[src/hdl/bfs_pkg.sv]
// Purpose: Shared constants for the buck sequencing supervisor
// Assumes: 200 MHz system clock
// Notes: Times kept in their own unit, cycle counts derived
package bfs_pkg;
  localparam int unsigned CLK_MHZ = 200;
  // Soft-start length to the run state, microseconds; full current is set one step before
  localparam int unsigned SS_TOTAL_US = 1700;
  localparam int unsigned SS_STEPS = 5;
  localparam int unsigned SS_STEP_CYC = SS_TOTAL_US * CLK_MHZ / SS_STEPS;
  // Undervoltage check delay after leaving shutdown, microseconds
  localparam int unsigned UV_DELAY_US = 20000;
  localparam int unsigned UV_DELAY_CYC = UV_DELAY_US * CLK_MHZ;
  localparam logic [2:0] CURRENT_LIMIT_SET_RESET = 3'h0;
  localparam logic [2:0] CURRENT_LIMIT_SET_FULL = 3'h5;
  typedef enum logic [1:0] {
    BFS_OFF,
    BFS_SOFT,
    BFS_RUN
  } bfs_state_t;
endpackage

[src/hdl/bfs_sync.sv]
// Purpose: Two-flop synchroniser for a bus of pin inputs
// Assumes: Inputs asynchronous to i_mclk
// Notes: First stage read only by the second stage
`timescale 1ns/1ps
`default_nettype none
module bfs_sync #(
  parameter int W = 1
) (
  input wire logic i_mclk,
  input wire logic i_rst_n,
  input wire logic [W-1:0] i_async,
  output logic [W-1:0] o_sync
);
  logic [W-1:0] meta;

  always_ff @(posedge i_mclk or negedge i_rst_n)
  begin
    if (!i_rst_n)
    begin
      meta <= '0;
      o_sync <= '0;
    end
    else
    begin
      meta <= i_async;
      o_sync <= meta;
    end
  end
endmodule
`default_nettype wire

[src/hdl/bfs_top.sv]
// Purpose: Power-on, lockout, soft-start, power-good and fault supervisor
// Assumes: All analog thresholds arrive as comparator levels
// Notes: Tracking or fixed thresholds chosen by i_fixed_thresh
`timescale 1ns/1ps
`default_nettype none
module bfs_top
  import bfs_pkg::*;
#(
  parameter int unsigned SS_STEP = SS_STEP_CYC,
  parameter int unsigned UV_DELAY = UV_DELAY_CYC
) (
  input wire logic i_mclk,
  input wire logic i_rst_n,
  input wire logic i_supply_por,
  input wire logic i_supply_uvlo_ok,
  input wire logic i_power_off_request_n,
  input wire logic i_overvoltage_disable_in,
  input wire logic i_skip_below_gnd,
  input wire logic i_skip_high,
  input wire logic i_fixed_thresh,
  input wire logic i_fb_over_track,
  input wire logic i_fb_over_fixed,
  input wire logic i_fb_under_track,
  input wire logic i_fb_under_fixed,
  input wire logic i_fb_pg_low,
  input wire logic i_standby,
  input wire logic i_thermal_trip,
  input wire logic i_zero_cross,
  output logic o_low_side_gate,
  output logic o_switch_enable,
  output logic o_skip_enable,
  output logic [2:0] o_current_limit_set,
  output logic o_output_ok_flag,
  output logic o_fault
);
  localparam int W = 14;
  logic [W-1:0] raw;
  logic [W-1:0] s;
  logic por_ok;
  logic uvlo_ok;
  logic run_n;
  logic ovp_dis;
  logic test_mode;
  logic skip_hi;
  logic fixed;
  logic ov_tr;
  logic ov_fx;
  logic un_tr;
  logic un_fx;
  logic pg_low;
  logic stby;
  logic therm;
  logic run_d;
  logic uv_armed;
  logic [31:0] uv_cnt;
  logic [31:0] ss_cnt;
  logic fault;
  logic [2:0] current_limit_set;
  bfs_state_t state;
  logic ov_hit;
  logic uv_hit;
  logic off_low;

  assign raw = {i_supply_por, i_supply_uvlo_ok, i_power_off_request_n,
    i_overvoltage_disable_in, i_skip_below_gnd, i_skip_high,
    i_fixed_thresh, i_fb_over_track, i_fb_over_fixed, i_fb_under_track,
    i_fb_under_fixed, i_fb_pg_low, i_standby, i_thermal_trip};

  bfs_sync #(
    .W(W)
  ) u_sync (
    .i_mclk(i_mclk),
    .i_rst_n(i_rst_n),
    .i_async(raw),
    .o_sync(s)
  );

  assign {por_ok, uvlo_ok, run_n, ovp_dis, test_mode, skip_hi, fixed,
    ov_tr, ov_fx, un_tr, un_fx, pg_low, stby, therm} = s;

  // Disable input only masks overvoltage on the tracking variant; off_low uses it on both
  assign ov_hit = !test_mode &&
    (fixed ? ov_fx : (ov_tr && !ovp_dis));
  assign uv_hit = !test_mode && (fixed ? un_fx : un_tr);
  assign off_low = !run_n && ovp_dis;

  // Delayed run level for shutdown-toggle detection
  always_ff @(posedge i_mclk or negedge i_rst_n)
  begin
    if (!i_rst_n)
      run_d <= 1'b0;
    else
      run_d <= run_n;
  end

  // Shared fault latch
  always_ff @(posedge i_mclk or negedge i_rst_n)
  begin
    if (!i_rst_n)
      fault <= 1'b0;
    else if (!por_ok || test_mode || !run_n)
      fault <= 1'b0;
    else if (ov_hit || (uv_armed && uv_hit && uv_cnt == 32'h0) ||
      (therm && !test_mode))
      fault <= 1'b1;
  end

  // Undervoltage timer restarts on each shutdown exit made while power-on is good
  always_ff @(posedge i_mclk or negedge i_rst_n)
  begin
    if (!i_rst_n)
    begin
      uv_cnt <= 32'h0;
      uv_armed <= 1'b0;
    end
    else if (!por_ok || !run_n)
    begin
      uv_cnt <= 32'h0;
      uv_armed <= 1'b0;
    end
    else if (run_n && !run_d)
    begin
      uv_cnt <= 32'(UV_DELAY - 1);
      uv_armed <= 1'b1;
    end
    else if (uv_armed && uv_cnt != 32'h0)
      uv_cnt <= uv_cnt - 32'h1;
  end

  // Sequencer: lockout, soft-start, run
  always_ff @(posedge i_mclk or negedge i_rst_n)
  begin
    if (!i_rst_n)
    begin
      state <= BFS_OFF;
      ss_cnt <= 32'h0;
      current_limit_set <= CURRENT_LIMIT_SET_RESET;
    end
    else if (!por_ok || !uvlo_ok || !run_n)
    begin
      state <= BFS_OFF;
      ss_cnt <= 32'h0;
      current_limit_set <= CURRENT_LIMIT_SET_RESET;
    end
    else
    begin
      case (state)
        BFS_OFF:
        begin
          state <= BFS_SOFT;
          current_limit_set <= 3'h1;
          ss_cnt <= 32'(SS_STEP - 1);
        end
        BFS_SOFT:
        begin
          if (ss_cnt != 32'h0)
            ss_cnt <= ss_cnt - 32'h1;
          else if (current_limit_set == CURRENT_LIMIT_SET_FULL)
            state <= BFS_RUN;
          else
          begin
            current_limit_set <= current_limit_set + 3'h1;
            ss_cnt <= 32'(SS_STEP - 1);
          end
        end
        BFS_RUN:
          state <= BFS_RUN;
        default:
          state <= BFS_OFF;
      endcase
    end
  end

  // Gate and output registers
  always_ff @(posedge i_mclk or negedge i_rst_n)
  begin
    if (!i_rst_n)
    begin
      o_low_side_gate <= 1'b1;
      o_switch_enable <= 1'b0;
      o_skip_enable <= 1'b0;
      o_current_limit_set <= CURRENT_LIMIT_SET_RESET;
      o_output_ok_flag <= 1'b0;
      o_fault <= 1'b0;
    end
    else
    begin
      // Gate high pulls the output to ground, so it is the safe state
      o_low_side_gate <= !off_low && (!uvlo_ok || !run_n || fault ||
        !por_ok);
      o_switch_enable <= por_ok && uvlo_ok && run_n && !fault &&
        state != BFS_OFF;
      o_skip_enable <= (test_mode || !skip_hi) && i_zero_cross;
      o_current_limit_set <= current_limit_set;
      o_output_ok_flag <= run_n && !stby && !pg_low && por_ok &&
        uvlo_ok;
      o_fault <= fault;
    end
  end
endmodule
`default_nettype wire

[config.mk]
export PLATFORM = sky130hd
export DESIGN_NAME = bfs_top
export DESIGN_NICKNAME = d
export VERILOG_FILES = /design/src/hdl/bfs_pkg.sv /design/src/hdl/bfs_sync.sv /design/src/hdl/bfs_top.sv
export SDC_FILE = /design/constraint.sdc
export NUM_CORES = 1
export LEC_CHECK = 0
export BUFFER_PORTS_ARGS = -buffer_cell sky130_fd_sc_hd__clkbuf_2
export CAP_MARGIN = 25
export CORE_ASPECT_RATIO = 1.2
export CORE_UTILIZATION = 25
export DETAILED_ROUTE_END_ITERATION = 6
export GPL_ROUTABILITY_DRIVEN = 0
export PLACE_DENSITY = 0.38
export SYNTH_ARGS = -nofsm -noshare
export SYNTH_HDL_FRONTEND = slang
export SYNTH_SLANG_ARGS = --single-unit
[constraint.sdc]
create_clock -name i_mclk -period 5.3 [get_ports i_mclk]
set_clock_uncertainty 0.05 [all_clocks]
set_input_delay 1.06 -clock i_mclk [delete_from_list [all_inputs] [get_ports i_mclk]]
set_output_delay 1.06 -clock i_mclk [all_outputs]
set_load 0.005 [all_outputs]
==> impl_metrics.py, run 1 <==
metrics = {
    "worst_setup_path": {
        "worstPathMaxFanout": 26,
        "path_buf_inv": 1,
        "crit_top_cell": "or3_1",
        "cpPeakStageDelay_ps": 550,
        "path_delay_family": "simple AND/OR/NAND/NOR gates",
        "crit_path_end_kind": "register",
        "path_class": "register to register",
        "crit_slowest_cell": "o21bai_4",
        "cp.required_ps": 5490,
        "path_cells": "inv_1 -> ha_1 -> or3b_2 -> or3_1 -> or3_1 -> o21bai_4 -> mux2_2",
        "worstSetupStartpointType": "register",
        "cp.arrival_ps": 3450,
    },
    "global_route": {
        "gr-total-overflow": 0,
        "track_usage_pct": 12.05,
        "grt_max_degree": 76,
        "grt_pass1_vias": 3687,
        "grt_antenna_before_repair": 0,
        "grt_pass1_wl_mm": 19.07,
    },
    "routing": {
        "drt_pass1_iterations": 4,
        "avgRoutedWirePerCell_microns": 14.86,
        "avgViaCountPerCell": 4.630,
        "num_vias": 3551,
        "drtAntennaViolNets": 0,
        "drc": 0,
        "routed_wl_mm": 11.40,
        "dr.first_iter.drc_count": 151,
    },
    "clock_network": {
        "cts_sinks": 108,
        "clockBufferDepth": 2,
        "h-tree-depth": 3,
        "post_cts_buffers": 0,
        "cts_tree": "done",
        "cts_resized": 0,
        "clk_pin_slew_worst_paths_ps": 80,
        "holdBufCountCts": 0,
        "clockRootBuffer": "clkbuf_16",
        "cts_buffers": 9,
        "clk_latency_ps": 350,
    },
    "sta": {
        "period_needed_ps": 3256,
        "fin_setup_tns_ps": 0,
        "max_freq_ghz": 0.3072,
        "period_share_pct": 61.43,
        "rsz0062_at_grt": "no",
        "hold_viol": 0,
        "hold_slack_ps": 302.3,
        "worst_pin_slew_ps": 1030,
        "setup_viol": 0,
        "drv_slew": 0,
        "relSlewSlack_pct": 31.21,
    },
    "synth": {
        "yosys.cell_types.count": 57,
        "synth-edff-count": 0,
        "synth_flop_cell": "dfrtp_1",
        "synthArstFlopShare_pct": 100.0,
        "synth_cells": 480,
        "ys.warnings.count": 0,
        "yosysSeqAreaShare_pct": 54.30,
        "syn-num-nets": 504,
        "synth_area_per_cell_sq_um": 10.37,
        "syn-cell-area_sq_um": 4980,
        "ys_ff_latch": 108,
    },
    "pwr": {
        "powerDensity_nw_per_um2": 325.3,
        "swShare_pct": 28.42,
        "power_frac_comb_pct": 14.7,
        "seqPwrFrac_pct": 47.3,
        "peakVddDrop_uv": 150.0,
        "power.total_mw": 1.853,
        "clock_power_share_pct": 38.0,
        "p_int_mw": 1.326,
        "switchingPower_mw": 0.5265,
        "power_leakage_nw": 2.462,
    },
    "flow_run": {
        "maxCapViolCount": 0,
    },
    "layout": {
        "fin_nets": 525,
        "layout-drive-gt1-share_pct": 12.25,
        "final_cell_area_sq_um": 5695,
        "layout_commonest_cell": "dfrtp_1",
        "layout_common_cells": "dfrtp_1, nor2_1, a21oi_1",
        "area_delta_synth_final_pct": 14.37,
        "fillerInstances": 2044,
        "multi_input_area_sq_um": 2117,
        "antennaDiodeCount": 0,
        "final-seq-area_sq_um": 2704,
    },
    "floorplanning": {
        "rows": 56,
        "start_util_pct": 25.47,
        "die_h_microns": 156.6,
        "io_pins": 25,
        "dieArea_sq_um": 20490,
        "core_area_sq_um": 19550,
        "die_w_microns": 130.8,
    },
    "min_path": {
        "hold_path.class": "register to register",
    },
    "placed_design": {
        "dpl-instance-area_sq_um": 5360,
        "dp_hpwl_mm": 7.793,
        "port_buffers": 24,
    },
    "status": {
        "status": "finished, final reports clean",
    },
}
-- metal layers --
metal | up-vias | routed length (microns) | GRT usage, %
li1 | 1759 | - | -
met1 | 1743 | 5389 | 15.23
met2 | 41 | 5664 | 20.36
met3 | 8 | 242 | 2.291
met4 | 0 | 99 | 4.105
met5 | - | 0 | 0
-- cells in the mapped netlist, drive strengths merged (2+ instances only) --
library cell,n,area [sq um]
a2111oi,4,41.29
a211oi,2,15.01
a21boi,2,15.01
a21oi,30,165.2
a311oi,4,35.03
a31oi,4,25.02
and3,2,12.51
buf,9,57.55
clkbuf,9,33.78
dfrtp,107,2678
ha,7,87.58
inv,18,67.56
mux2,2,22.52
nand2,23,86.33
nand2b,3,18.77
nand3,17,90.09
nand4,10,62.56
nand4b,2,17.52
nor2,62,232.7
nor3,23,115.1
nor3b,4,30.03
nor4,16,115.1
nor4b,2,17.52
o211ai,2,15.01
o21ai,17,85.08
o22ai,6,37.54
o311ai,2,17.52
o31ai,3,22.52
o41ai,2,36.29
or2,4,25.02
or3,18,112.6
or4,9,78.82
xnor2,27,236.5
xor2,14,122.6
-- path summary, 6_finish.rpt --
path / from / end / slack [ps] / cells after the start
max: ss_cnt[0] / current_limit_set[0] / 2040 / 7
min: u_sync.meta[11] / u_sync.o_sync[11] / 300 / 0
max reg2reg: ss_cnt[0] / current_limit_set[0] / 2040 / 7
min reg2reg: u_sync.meta[11] / u_sync.o_sync[11] / 300 / 0
max in group asynchronous: i_rst_n / ss_cnt[4] / 4010 / 2
min in group asynchronous: i_rst_n / state[0] / 500 / 1
-- cell families (layout without fill, tap and decap cells) --
family / count (synthesis) / count (layout) / synth area share [%]
AOI/OAI and AO/OA: 85 / 85 / 11.73
muxes: 2 / 2 / 0.4522
adders and majority gates: 7 / 7 / 1.759
xor gates and xnor gates: 41 / 41 / 7.211
buffers and inverters: 36 / 62 / 3.191
DFF: 108 / 108 / 54.30
and+or+nand+nor: 201 / 201 / 21.36
-- cell type report --
cell class	count	area share (%)
repair buffers	28	3.032
clock inverters	7	1.450
clock buffers	9	3.954
inverters	18	1.186
well taps	261	5.734
multi-input cells	336	37.17
flip-flops and latches	108	47.47
-- state kept, by name (all words and copies together), names as in the netlist --
signal / cells
o_skip_enable: 1
uv_armed: 1
o_fault: 1
o_output_ok_flag: 1
o_switch_enable: 1
uv_cnt: 32
current_limit_set: 3
u_sync.meta: 14
run_d: 1
o_current_limit_set: 3
state: 2
u_sync.o_sync: 14
o_low_side_gate: 1
fault: 1
ss_cnt: 32
-- power by group through the flow --
stage / clock, mW / combinational, mW / sequential (mW)
global route: 0.769 / 0.307 / 0.881
global placement: 0 / 0.270 / 0.893
floorplan: 0 / 0.202 / 0.885
detailed placement: 0 / 0.271 / 0.893
CTS: 0.741 / 0.273 / 0.877
finish: 0.704 / 0.272 / 0.877
-- through the flow --
stage               std cells  util [%]  setup WS (ps)
floorplan                 480         -           2637
global placement          750     27.42           2086
detailed placement        750     27.42           2019
CTS                       766     28.99           2002
global route              767     29.13           1882
finish                    767     29.13           2044
Power figures use the tool's default switching activity.
==> run 2: changes to the inputs <==
clock period = 3.35 ns   (was 5.3 ns; I/O delays follow)
==> run 2 against run 1 <==
Net effect:
- maximum frequency up 15%
- cell count up 1.3%
- final area up 0.77%
- critical endpoint is now state[0]
- global-route usage up 0.36 points
- utilization up 0.22 points
- clock-buffer cell count unchanged
- die area unchanged
- register-to-register slack worse by 1500 ps
==> impl_metrics.py, run 2 (synthesized netlist as in run 1, its figures left out) <==
metrics = {
    "status": {
        "status": "finished, final reports clean",
    },
    "routing": {
        "drt_pass1_iterations": 4,
        "num_vias": 3654,
        "routed_wl_mm": 11.50,
        "avgRoutedWirePerCell_microns": 14.80,
        "avgViaCountPerCell": 4.703,
        "drtAntennaViolNets": 0,
        "dr.first_iter.drc_count": 182,
        "drc": 0,
    },
    "clock_network": {
        "holdBufCountCts": 0,
        "cts_tree": "done",
        "cts_resized": 0,
        "clk_pin_slew_worst_paths_ps": 80,
        "h-tree-depth": 3,
        "post_cts_buffers": 0,
        "cts_sinks": 108,
        "cts_buffers": 9,
        "clockRootBuffer": "clkbuf_16",
        "clockBufferDepth": 2,
        "clk_latency_ps": 360,
    },
    "worst_setup_path": {
        "r2r-end": "state[0]",
        "path_class": "register to register",
        "worstSetupStartpointType": "register",
        "rr_worst_depth": 8,
        "r2r_start": "ss_cnt[0]",
        "cp.required_ps": 3560,
        "worstPathMaxFanout": 7,
        "cp.arrival_ps": 3050,
        "r2r_slack_ps": 510,
        "crit_path_end_kind": "register",
    },
    "layout": {
        "postLayoutCoreUtil_pct": 29.36,
        "reg_top3": "ss_cnt (32), uv_cnt (32)",
        "layout-drive-gt1-share_pct": 13.95,
        "layout_common_cells": "dfrtp_1, nor2_1, a21oi_1",
        "fin_nets": 535,
        "fillerInstances": 2058,
        "area_delta_synth_final_pct": 15.25,
        "antennaDiodeCount": 0,
        "layout_commonest_cell": "dfrtp_1",
    },
    "placed_design": {
        "dp_hpwl_mm": 8.006,
        "port_buffers": 24,
    },
    "global_route": {
        "gr-total-overflow": 0,
        "track_usage_pct": 12.41,
        "grt_antenna_before_repair": 0,
        "grt_max_degree": 56,
        "grt_pass1_vias": 3751,
        "grt_pass1_wl_mm": 19.41,
    },
    "floorplanning": {
        "start_util_pct": 25.47,
        "io_pins": 25,
        "core_area_sq_um": 19550,
        "die_h_microns": 156.6,
        "dieArea_sq_um": 20490,
        "rows": 56,
        "die_w_microns": 130.8,
    },
    "sta": {
        "hold_viol": 0,
        "worst_pin_slew_ps": 971.8,
        "period_needed_ps": 2840,
        "relSlewSlack_pct": 35.08,
        "max_freq_ghz": 0.3521,
        "drv_slew": 0,
        "period_share_pct": 84.77,
        "setup_viol": 0,
        "rsz0062_at_grt": "no",
        "fin_setup_tns_ps": 0,
    },
    "pwr": {
        "p_int_mw": 2.039,
        "power_frac_comb_pct": 15.5,
        "switchingPower_mw": 0.8470,
        "clock_power_share_pct": 36.4,
        "power.total_mw": 2.886,
        "power_leakage_nw": 2.499,
        "peakVddDrop_uv": 233.6,
        "seqPwrFrac_pct": 48.0,
        "powerDensity_nw_per_um2": 502.9,
        "swShare_pct": 29.34,
    },
    "min_path": {
        "hold_path_depth": 0,
        "min_to": "u_sync.o_sync[0]",
        "min_from": "u_sync.meta[0]",
        "hold_path.class": "register to register",
    },
    "flow_run": {
        "maxCapViolCount": 0,
    },
}
[run 2: cell count changes in the layout (fill, tap and decap cells not counted)]
cell	change
bufinv_16	-1
buf_4	+10
clkinv_4	+1
clkinv_2	+1
buf_16	-1
clkinvlp_4	-1
buf_12	+1
[run 2: worst max-delay path by stage]
stage                                      end  slack (ps)  depth (start not counted)  startpoint
final                                 state[0]         510                          8   ss_cnt[0]
after global routing                 ss_cnt[3]         320                          8   ss_cnt[0]
after CTS                 current_limit_set[0]         520                          7   ss_cnt[0]
after detailed placement            ss_cnt[20]         530                          8   ss_cnt[0]
after global placement              uv_cnt[16]         520                          7  uv_cnt[25]
after floorplan           current_limit_set[0]         690                          7  ss_cnt[14]
[run 2: routing by layer]
metal  part of all wire [%]  track usage [%]  vias to the layer above
met5                      0                0                        -
met4                    1.7            5.364                        0
met3                    1.5            1.641                       13
met2                     51            21.34                       37
met1                     46            15.39                     1824
li1                       -                -                     1780
[run 2: cell type report]
type	instances	area (sq um)	share of cell area [%]
Multi-Input combinational cell	336	2117	36.89
Timing Repair Buffer	38	240.2	4.186
Tap cell	261	326.6	5.690
Clock inverter	7	58.81	1.025
Sequential cell	108	2704	47.11
Inverter	18	67.56	1.177
Clock buffer	9	225.2	3.924
[run 2: stage by stage]
stage          area, sq um  worst slack (ps)  hold slack [ps]  cells
5_1_grt               5739             315.0            306.6    777
6_report              5739             510.2            299.3    777
3_5_place_dp          5455             526.6            284.7    761
2_1_floorplan         4980             687.3            281.2    480
4_1_cts               5739             515.6            298.8    777
3_3_place_gp          5455             517.3            282.8    761
[run 2: critical path, stage by stage (launching register included)]
cell,delay [ps]
dfrtp_1,410
inv_1,90
ha_1,200
or3b_2,490
or3_1,510
or3_1,440
o21ai_1,330
nand3_1,120
o31ai_1,90
[run 2: power groups by stage]
stage          registers [mW]  logic [mW]  clock network [mW]
3_3_place_gp             1.41       0.453                   0
4_1_cts                  1.39       0.456                1.10
5_1_grt                  1.39       0.509                1.14
6_report                 1.39       0.448                1.05
2_1_floorplan            1.40       0.320                   0
3_5_place_dp             1.41       0.453                   0
